==> src/half_bridge_cfg.svh <==
`ifndef HALF_BRIDGE_CFG_SVH
`define HALF_BRIDGE_CFG_SVH

// serial frame
`define FRAME_BITS 5'h10
`define ADDR_BITS 5'h08
`define OP_BIT 7
`define CODE_HI 6
`define CODE_LO 2

// register codes, address byte bits 6..2
`define CODE_OUTPUT_ACTIVATION_1 5'h00
`define CODE_FREEWHEEL_OPENLOAD 5'h0A
`define CODE_FREEWHEEL 5'h1A
`define CODE_DEVICE_CONFIG_ID 5'h19
`define CODE_GLOBAL_STATUS 5'h06
`define CODE_OVERCURRENT_A 5'h16
`define CODE_OVERCURRENT_B 5'h0E
`define CODE_OVERCURRENT_C 5'h1E
`define CODE_OPEN_LOAD_A 5'h01
`define CODE_OPEN_LOAD_B 5'h11
`define CODE_OPEN_LOAD_C 5'h09

// reset values
`define CTRL_RESET 8'h00
`define STATUS_RESET 8'h00
`define GLOBAL_STATUS_RESET 8'h08
`define FREEWHEEL_RESET 6'h00

// field positions
`define SPI_ERROR_BIT 7
`define FREEWHEEL_WIDTH 6
`define ID_WIDTH 3

// synchroniser layout
`define SYNC_SDI 0
`define SYNC_SCLK 1
`define SYNC_CS_N 2
`define SYNC_GLOBAL_LO 3
`define SYNC_OC_LO 9
`define SYNC_OL_LO 33
`define SYNC_WIDTH 57
`define SYNC_RESET 57'h000000000000004

`endif

==> src/half_bridge_pkg.sv <==
package half_bridge_pkg;
	typedef logic [7:0] reg_byte_t;
	typedef logic [4:0] reg_code_t;
	typedef logic [4:0] bit_count_t;
endpackage : half_bridge_pkg

==> src/half_bridge_spi_register_bank.sv <==
// Summary of operation
// RULE1 - after reset every control register holds all zeros.
// RULE2 - a command is sixteen bits, address byte first and then data byte.
// RULE3 - control bits change only when the host writes them over the serial port.
// RULE4 - with address bit 7 low the access is a read and the register is left unchanged.
// RULE5 - with address bit 7 high the data byte is stored into the addressed register.
// RULE6 - activation register 1 holds outputs 1 to 4 as pairs, low enable even bit, high enable odd bit.
// RULE7 - a set high enable turns the high switch on, a clear one keeps it off.
// RULE8 - a set low enable turns the low switch on, a clear one keeps it off.
// RULE9 - both enables of one half-bridge set turns both switches of that half-bridge off.
// RULE10 - overcurrent status a holds high and low flags of outputs 1 to 4 and clears on read.
// RULE11 - overcurrent status c holds the flags of outputs 9 to 12 in the same layout and clears on read.
// RULE12 - open-load status a holds high and low flags of outputs 1 to 4 and clears on read.
// RULE13 - open-load status b and c hold outputs 5 to 8 and 9 to 12 and clear on read.
// RULE14 - a flag cleared by a read sets again while its fault is still present.
`timescale 1ns/1ps
`include "half_bridge_cfg.svh"

module half_bridge_spi_register_bank
	import half_bridge_pkg::*;
#(
	// arbitrary neutral value
	parameter logic [2:0] PART_IDENTIFIER = 3'h1
)
(
	input wire logic clk_in,
	input wire logic rst_in,
	input wire logic spi_cs_n_in,
	input wire logic spi_sclk_in,
	input wire logic spi_sdi_in,
	output logic spi_sdo_out,
	output logic spi_sdo_oe_out,
	input wire logic [5:0] global_fault_in,
	input wire logic [23:0] oc_fault_in,
	input wire logic [23:0] ol_fault_in,
	output logic [3:0] high_switch_on_out,
	output logic [3:0] low_switch_on_out,
	output logic [7:0] freewheel_openload_out,
	output logic [5:0] freewheel_out
);

	logic [`SYNC_WIDTH-1:0] raw_in;
	logic [`SYNC_WIDTH-1:0] s1_q;
	logic [`SYNC_WIDTH-1:0] s2_q;
	logic [`SYNC_WIDTH-1:0] s3_q;
	logic [`SYNC_WIDTH-1:0] filt_q;
	logic [`SYNC_WIDTH-1:0] filt_d;
	logic cs_n;
	logic sclk;
	logic sdi;
	logic sclk_prev_q;
	logic cs_n_prev_q;
	logic sclk_rise;
	logic sclk_fall;
	logic cs_fall;
	logic cs_rise;
	bit_count_t cnt_q;
	reg_byte_t rx_q;
	reg_byte_t addr_q;
	logic [15:0] tx_q;
	reg_byte_t rd_data;
	reg_code_t rd_code;
	reg_code_t code;
	logic frame_ok;
	logic commit_wr;
	logic commit_rd;
	reg_byte_t act1_q;
	reg_byte_t fwol_q;
	logic [`FREEWHEEL_WIDTH-1:0] fw_q;
	reg_byte_t gstat_q;
	reg_byte_t oc_q [0:2];
	reg_byte_t ol_q [0:2];
	logic [3:0] hs_q;
	logic [3:0] ls_q;
	logic sdo_oe_q;

	assign raw_in = {ol_fault_in, oc_fault_in, global_fault_in, spi_cs_n_in, spi_sclk_in, spi_sdi_in};

	// a level is taken once the second and third stage agree, so a single glitch never counts
	assign filt_d = (~(s2_q ^ s3_q) & s2_q) | ((s2_q ^ s3_q) & filt_q);

	always_ff @(posedge clk_in or posedge rst_in)
	begin
		if (rst_in)
		begin
			s1_q <= `SYNC_RESET;
			s2_q <= `SYNC_RESET;
			s3_q <= `SYNC_RESET;
			filt_q <= `SYNC_RESET;
			// edge history starts at the idle levels, so no false edge follows reset
			sclk_prev_q <= 1'b0;
			cs_n_prev_q <= 1'b1;
		end
		else
		begin
			s1_q <= raw_in;
			s2_q <= s1_q;
			s3_q <= s2_q;
			filt_q <= filt_d;
			sclk_prev_q <= sclk;
			cs_n_prev_q <= cs_n;
		end
	end

	assign cs_n = filt_q[`SYNC_CS_N];
	assign sclk = filt_q[`SYNC_SCLK];
	assign sdi = filt_q[`SYNC_SDI];

	assign sclk_rise = sclk & ~sclk_prev_q & ~cs_n;
	assign sclk_fall = ~sclk & sclk_prev_q & ~cs_n;
	assign cs_fall = ~cs_n & cs_n_prev_q;
	assign cs_rise = cs_n & ~cs_n_prev_q;

	// short or long frames are dropped whole and flagged
	assign frame_ok = (cnt_q == `FRAME_BITS); // RULE2
	assign code = addr_q[`CODE_HI:`CODE_LO];
	assign commit_wr = cs_rise & frame_ok & addr_q[`OP_BIT]; // RULE5
	assign commit_rd = cs_rise & frame_ok & ~addr_q[`OP_BIT]; // RULE4

	always_ff @(posedge clk_in or posedge rst_in)
	begin
		if (rst_in)
		begin
			cnt_q <= 5'h00;
			rx_q <= 8'h00;
			addr_q <= 8'h00;
		end
		else if (cs_fall)
		begin
			cnt_q <= 5'h00;
		end
		else if (sclk_rise)
		begin
			if (cnt_q != 5'h1F)
			begin
				cnt_q <= cnt_q + 5'h01;
			end
			rx_q <= {rx_q[6:0], sdi};
			if (cnt_q == `ADDR_BITS - 5'h01)
			begin
				addr_q <= {rx_q[6:0], sdi}; // RULE2
			end
		end
	end

	assign rd_code = rx_q[`CODE_HI-1:`CODE_LO-1];

	always_comb
	begin
		case (rd_code)
			`CODE_OUTPUT_ACTIVATION_1: rd_data = act1_q;
			`CODE_FREEWHEEL_OPENLOAD: rd_data = fwol_q;
			`CODE_FREEWHEEL: rd_data = {2'h0, fw_q};
			`CODE_DEVICE_CONFIG_ID: rd_data = {5'h00, PART_IDENTIFIER};
			`CODE_GLOBAL_STATUS: rd_data = gstat_q;
			`CODE_OVERCURRENT_A: rd_data = oc_q[0];
			`CODE_OVERCURRENT_B: rd_data = oc_q[1];
			`CODE_OVERCURRENT_C: rd_data = oc_q[2];
			`CODE_OPEN_LOAD_A: rd_data = ol_q[0];
			`CODE_OPEN_LOAD_B: rd_data = ol_q[1];
			`CODE_OPEN_LOAD_C: rd_data = ol_q[2];
			default: rd_data = 8'h00;
		endcase
	end

	// global status leaves first; the addressed register is slotted in at the eighth rising edge,
	// ahead of the falling edge that presents its top bit
	always_ff @(posedge clk_in or posedge rst_in)
	begin
		if (rst_in)
		begin
			tx_q <= 16'h0000;
			sdo_oe_q <= 1'b0;
		end
		else
		begin
			sdo_oe_q <= ~cs_n;
			if (cs_fall)
			begin
				tx_q <= {gstat_q, 8'h00};
			end
			else if (sclk_rise && cnt_q == `ADDR_BITS - 5'h01)
			begin
				tx_q[14:7] <= rd_data;
			end
			else if (sclk_fall)
			begin
				tx_q <= {tx_q[14:0], 1'b0};
			end
		end
	end

	assign spi_sdo_out = tx_q[15];
	assign spi_sdo_oe_out = sdo_oe_q;

	always_ff @(posedge clk_in or posedge rst_in)
	begin
		if (rst_in)
		begin
			act1_q <= `CTRL_RESET; // RULE1
			fwol_q <= `CTRL_RESET; // RULE1
			fw_q <= `FREEWHEEL_RESET; // RULE1
		end
		else if (commit_wr) // RULE3
		begin
			if (code == `CODE_OUTPUT_ACTIVATION_1)
			begin
				act1_q <= rx_q; // RULE5
			end
			if (code == `CODE_FREEWHEEL_OPENLOAD)
			begin
				fwol_q <= rx_q; // RULE5
			end
			if (code == `CODE_FREEWHEEL)
			begin
				fw_q <= rx_q[`FREEWHEEL_WIDTH-1:0]; // RULE5
			end
		end
	end

	// switch drive: pairs with both enables set are forced off
	always_ff @(posedge clk_in or posedge rst_in)
	begin
		if (rst_in)
		begin
			hs_q <= 4'h0;
			ls_q <= 4'h0;
		end
		else
		begin
			for (int k = 0; k < 4; k++)
			begin
				hs_q[k] <= act1_q[2*k+1] & ~act1_q[2*k]; // RULE6 RULE7 RULE9
				ls_q[k] <= act1_q[2*k] & ~act1_q[2*k+1]; // RULE6 RULE8 RULE9
			end
		end
	end

	assign high_switch_on_out = hs_q;
	assign low_switch_on_out = ls_q;
	assign freewheel_openload_out = fwol_q;
	assign freewheel_out = fw_q;

	// fault set wins over a read clear in the same cycle
	always_ff @(posedge clk_in or posedge rst_in)
	begin
		if (rst_in)
		begin
			gstat_q <= `GLOBAL_STATUS_RESET;
		end
		else
		begin
			gstat_q[0] <= 1'b0;
			gstat_q[6:1] <= ((commit_rd && code == `CODE_GLOBAL_STATUS) ? 6'h00 : gstat_q[6:1])
				| filt_q[`SYNC_GLOBAL_LO +: 6]; // RULE14
			gstat_q[`SPI_ERROR_BIT] <= (cs_rise & ~frame_ok)
				| (gstat_q[`SPI_ERROR_BIT] & ~(commit_rd && code == `CODE_GLOBAL_STATUS));
		end
	end

	genvar g;
	generate
		for (g = 0; g < 3; g++)
		begin : g_diag
			localparam reg_code_t OC_CODE = (g == 0) ? `CODE_OVERCURRENT_A :
				(g == 1) ? `CODE_OVERCURRENT_B : `CODE_OVERCURRENT_C;
			localparam reg_code_t OL_CODE = (g == 0) ? `CODE_OPEN_LOAD_A :
				(g == 1) ? `CODE_OPEN_LOAD_B : `CODE_OPEN_LOAD_C;
			logic oc_clr;
			logic ol_clr;
			assign oc_clr = commit_rd && code == OC_CODE; // RULE10 RULE11
			assign ol_clr = commit_rd && code == OL_CODE; // RULE12 RULE13

			always_ff @(posedge clk_in or posedge rst_in)
			begin
				if (rst_in)
				begin
					oc_q[g] <= `STATUS_RESET;
				end
				else
				begin
					oc_q[g] <= (oc_clr ? 8'h00 : oc_q[g]) | filt_q[`SYNC_OC_LO + 8*g +: 8]; // RULE10 RULE11 RULE14
				end
			end

			always_ff @(posedge clk_in or posedge rst_in)
			begin
				if (rst_in)
				begin
					ol_q[g] <= `STATUS_RESET;
				end
				else
				begin
					ol_q[g] <= (ol_clr ? 8'h00 : ol_q[g]) | filt_q[`SYNC_OL_LO + 8*g +: 8]; // RULE12 RULE13 RULE14
				end
			end
		end
	endgenerate

	a_ctl_reset: assert property (@(posedge clk_in) $fell(rst_in) |->
		(act1_q == 8'h00 && fwol_q == 8'h00 && fw_q == 6'h00)) // RULE1
		else $error("control registers not zero after reset");
	a_frame_len: assert property (@(posedge clk_in) disable iff (rst_in)
		$changed(act1_q) |-> $past(cs_rise) && $past(cnt_q) == 5'h10) // RULE2
		else $error("register written by a frame not sixteen bits long");
	a_ctl_hold: assert property (@(posedge clk_in) disable iff (rst_in)
		!$past(commit_wr) |-> $stable(fwol_q) && $stable(fw_q)) // RULE3
		else $error("control register changed without a host write");
	a_read_keeps: assert property (@(posedge clk_in) disable iff (rst_in)
		commit_rd |=> $stable(act1_q)) // RULE4
		else $error("read access modified a control register");
	a_write_stores: assert property (@(posedge clk_in) disable iff (rst_in)
		commit_wr && code == 5'h00 |=> act1_q == $past(rx_q)) // RULE5
		else $error("write data not stored");
	a_high_drive: assert property (@(posedge clk_in) disable iff (rst_in)
		high_switch_on_out[3] == $past(act1_q[7] & ~act1_q[6])) // RULE6 RULE7
		else $error("high switch of output 4 does not follow its enable");
	a_low_drive: assert property (@(posedge clk_in) disable iff (rst_in)
		low_switch_on_out[0] == $past(act1_q[0] & ~act1_q[1])) // RULE6 RULE8
		else $error("low switch of output 1 does not follow its enable");
	a_cross_off: assert property (@(posedge clk_in) disable iff (rst_in)
		(high_switch_on_out & low_switch_on_out) == 4'h0) // RULE9
		else $error("both switches of a half-bridge on");
	a_oc_clear: assert property (@(posedge clk_in) disable iff (rst_in)
		commit_rd && code == 5'h16 && filt_q[16:9] == 8'h00 |=> oc_q[0] == 8'h00) // RULE10
		else $error("overcurrent status a not cleared by read");
	a_oc_c_flag: assert property (@(posedge clk_in) disable iff (rst_in)
		filt_q[32] |=> oc_q[2][7]) // RULE11
		else $error("output 12 high overcurrent not flagged");
	a_ol_clear: assert property (@(posedge clk_in) disable iff (rst_in)
		commit_rd && code == 5'h01 && filt_q[40:33] == 8'h00 |=> ol_q[0] == 8'h00) // RULE12
		else $error("open-load status a not cleared by read");
	a_ol_bc_flag: assert property (@(posedge clk_in) disable iff (rst_in)
		filt_q[41] && filt_q[56] |=> ol_q[1][0] && ol_q[2][7]) // RULE13
		else $error("open-load flag of outputs 5 to 12 missing");
	a_fault_reset: assert property (@(posedge clk_in) disable iff (rst_in)
		commit_rd && filt_q[9] |=> oc_q[0][0]) // RULE14
		else $error("persisting fault lost by read clear");

endmodule : half_bridge_spi_register_bank

==> config.mk <==
export PLATFORM = sky130hd
export DESIGN_NAME = half_bridge_spi_register_bank
export DESIGN_NICKNAME = d
export VERILOG_FILES = /design/src/half_bridge_pkg.sv /design/src/half_bridge_spi_register_bank.sv
export VERILOG_INCLUDE_DIRS = /design/src
export SDC_FILE = /design/constraint.sdc
export NUM_CORES = 1
export LEC_CHECK = 0
export BUFFER_PORTS_ARGS = -buffer_cell sky130_fd_sc_hd__clkbuf_2
export CORE_MARGIN = 4
export CORE_UTILIZATION = 60
export DETAILED_ROUTE_END_ITERATION = 16
export GPL_TIMING_DRIVEN = 0
export PLACE_DENSITY = 0.83
export SETUP_SLACK_MARGIN = 0.02
export SYNTH_ARGS = -nofsm -noshare
export SYNTH_HDL_FRONTEND = slang
export SYNTH_SLANG_ARGS = --single-unit
==> constraint.sdc <==
create_clock -name clk_in -period 19.25 [get_ports clk_in]
set_input_delay 1.925 -clock clk_in [delete_from_list [all_inputs] [get_ports clk_in]]
set_output_delay 1.925 -clock clk_in [all_outputs]
set_load 0.1 [all_outputs]
==> results.sh <==
export IMPL_outcome="completed"
export IMPL_cp_start_kind="flop"
export IMPL_dp_hpwl_mm=14.9
export IMPL_min_path_type="flop to flop"
export IMPL_drv_slew=0
export IMPL_dr_max_layer_used="met4"
export IMPL_synth_avg_cell_area_um2=16.2
export IMPL_maxSlewHeadroom_pct=40.7
export IMPL_ys_types=57
export IMPL_syn_inst=702
export IMPL_crit_chain="clkbuf_2"
export IMPL_final_common_cell="dfrtp_1"
export IMPL_place_ws_ns=16.16
export IMPL_io_pins=83
export IMPL_die_y_um=146
export IMPL_grt_pass1_wl_mm=38.0
export IMPL_max_freq_mhz=301
export IMPL_setup_viol=0
export IMPL_final_cell_mix="dfrtp_1, clkbuf_2, a21o_1, maj3_1, mux2_2"
export IMPL_cts_root_buf="clkbuf_16"
export IMPL_syn_area_um2=11400
export IMPL_ys_seq_elements=344
export IMPL_grt_pass1_vias=6718
export IMPL_cts_num_sinks=344
export IMPL_final_layout_size_suffix_gt1_share_pct=22.9
export IMPL_antenna_cells=0
export IMPL_ys_async_sr_fraction_pct=100
export IMPL_syn_nets=764
export IMPL_crit_arrival_ns=1.39
export IMPL_critical_path_endpoint_type="primary output"
export IMPL_whs_ns=0.347
export IMPL_grt_max_degree=151
export IMPL_avgViaCountPerCell=5.68
export IMPL_wl_met3_mm=1.33
export IMPL_clockBufferDepth=3
export IMPL_crit_required_ns=17.32
export IMPL_synth_warnings=0
export IMPL_core_area_um2=18700
export IMPL_cts_hold_buf=0
export IMPL_finalCriticalPeriod_ns=3.32
export IMPL_cts_resized_gates=0
export IMPL_leakage_nw=5.75
export IMPL_nNetsFinal=884
export IMPL_ir_worst_vdd_mv=0.0811
export IMPL_critPathKind="flop to primary output"
export IMPL_fin_util_pct=70.8
export IMPL_die_area_um2=21200
export IMPL_via_count=6113
export IMPL_synth_flop_cell="dfrtp_1"
export IMPL_postRouteAntennaNets=0
export IMPL_die_w_um=146
export IMPL_clk_transition_reported_paths_ns=0.06
export IMPL_dr_wl_met2_mm=11.5
export IMPL_hold_violations=0
export IMPL_drt_iter0_drc=406
export IMPL_track_usage_pct=22.7
export IMPL_synth_enable_flop_cells=0
export IMPL_power_density_nw_per_um2=121
export IMPL_wire_per_inst_um=21.4
export IMPL_max_cap_violations=0
export IMPL_grt_overflow=0
export IMPL_finClkSkew_ns=0.0204
export IMPL_rsz0062_at_grt="false"
export IMPL_cts_setup_buffers=0
export IMPL_tritoncts="done"
export IMPL_cts_buffers=34
export IMPL_path_delay_family="buffers and inverters"
export IMPL_portBuffers=82
export IMPL_ys_seq_area_share_pct=75.8
export IMPL_grt_antenna_before_repair=0
export IMPL_fin_ws_ns=15.93
export IMPL_cts_max_level=2
export IMPL_critPathMaxFanout=3
export IMPL_route_detailed_drc=0
export IMPL_firstDrtPassIters=6
export IMPL_fin_crit_sh_pct=17.2
export IMPL_routed_wl_mm=23.0
export IMPL_worstMarginPinSlew_ns=0.885
export IMPL_start_util_pct=60.8
export IMPL_cp_slowest_cell="clkbuf_2"
export IMPL_cp_buffers_inverters=1
export IMPL_place_gp_congestion=0.848
export IMPL_tns_ns=0
export IMPL_worst_path_largest_cell_delay_ns=0.50
export IMPL_rows=50
export IMPL_clock_latency_ns=0.51
export IMPL_routedLengthMet1_mm=9.56
export IMPL_area_growth_pct=16.5
-- per-layer routing --
layer  GRT usage [%]  vias to the layer above
li1                -                     2733
met1            31.0                     3135
met2            37.1                      186
met3            5.05                       59
met4            7.31                        0
met5               0                        -
-- power by group --
group	internal (mW)	switching, mW	leakage [nW]
logic	0.0541	0.0983	1.26
registers	0.766	0.0300	3.96
clock network	0.389	0.263	0.534
-- cells by family after synthesis --
logic type	share of synthesized area (%)
flip-flops	75.8
buffers and inverters	0.803
adder cells (fa/ha/maj)	5.35
multiplexers	5.07
AND/OR/NAND/NOR	5.29
AO/OA/AOI/OAI	7.50
XOR/XNOR	0.231
-- worst reg2reg max path, cell delays in order (launching register included) --
cell and delay [ns]:
dfrtp_1 0.46, clkbuf_1 0.42, nand4b_1 0.26, nor2_1 0.38
a221oi_1 0.20, a311o_1 0.34, a31oi_1 0.18
-- through the flow --
stage / std cells / power [mW] / area [µm²]
2_1_floorplan: 702 / 0.901 / 11400
3_3_place_gp: 1018 / 0.949 / 12100
3_5_place_dp: 1020 / 0.958 / 12100
4_1_cts: 1077 / 1.61 / 13200
5_1_grt: 1077 / 1.67 / 13200
6_report: 1077 / 1.60 / 13200
-- Yosys cell counts, types with 3 or more instances --
| library cell | instances | area (µm²) |
|---|---|---|
| a21o_1 | 57 | 428 |
| a21oi_1 | 4 | 20.0 |
| a22oi_1 | 12 | 90.1 |
| a31oi_1 | 8 | 50.1 |
| and3_1 | 4 | 25.0 |
| buf_2 | 4 | 20.0 |
| clkbuf_1 | 12 | 45.0 |
| dfrtp_1 | 338 | 8460 |
| dfstp_2 | 6 | 158 |
| ha_1 | 3 | 37.5 |
| inv_1 | 6 | 22.5 |
| maj3_1 | 57 | 571 |
| mux2_2 | 37 | 417 |
| mux2i_1 | 16 | 160 |
| nand2_1 | 26 | 97.6 |
| nand2b_1 | 4 | 25.0 |
| nand3_1 | 8 | 40.0 |
| nand3b_1 | 5 | 37.5 |
| nor2_1 | 19 | 71.3 |
| nor2b_1 | 10 | 62.6 |
| nor4b_1 | 3 | 26.3 |
| o21ai_0 | 7 | 35.0 |
| o22a_1 | 3 | 26.3 |
| o22ai_1 | 6 | 37.5 |
| o311ai_0 | 4 | 35.0 |
| o31ai_1 | 3 | 22.5 |
-- area by class of cell --
type	count	area [µm²]
repair buffers	84	465
fillers	1190	5460
well taps	234	293
multi-input cells	335	2670
inverters	6	30.0
flip-flops and latches	344	8620
clock buffers	45	953
plain buffers	17	68.8
clock inverters	12	146
-- final timing paths --
check	from	end	slack (ns)	depth (start not counted)
setup / recovery	freewheel_openload_out[7]$_DFFE_PP0P_	freewheel_openload_out[7]	15.93	1
hold / removal	s1_q[9]$_DFF_PP0_	s2_q[9]$_DFF_PP0_	0.35	0
setup reg to reg	rx_q[4]$_DFFE_PP0P_	tx_q[14]$_DFFE_PP0P_	16.94	6
hold reg to reg	s1_q[9]$_DFF_PP0_	s2_q[9]$_DFF_PP0_	0.35	0
max in group asynchronous	rst_in	s3_q[55]$_DFF_PP0_	16.72	3
min in group asynchronous	rst_in	s3_q[56]$_DFF_PP0_	1.47	2
Power figures use the tool's default switching activity.
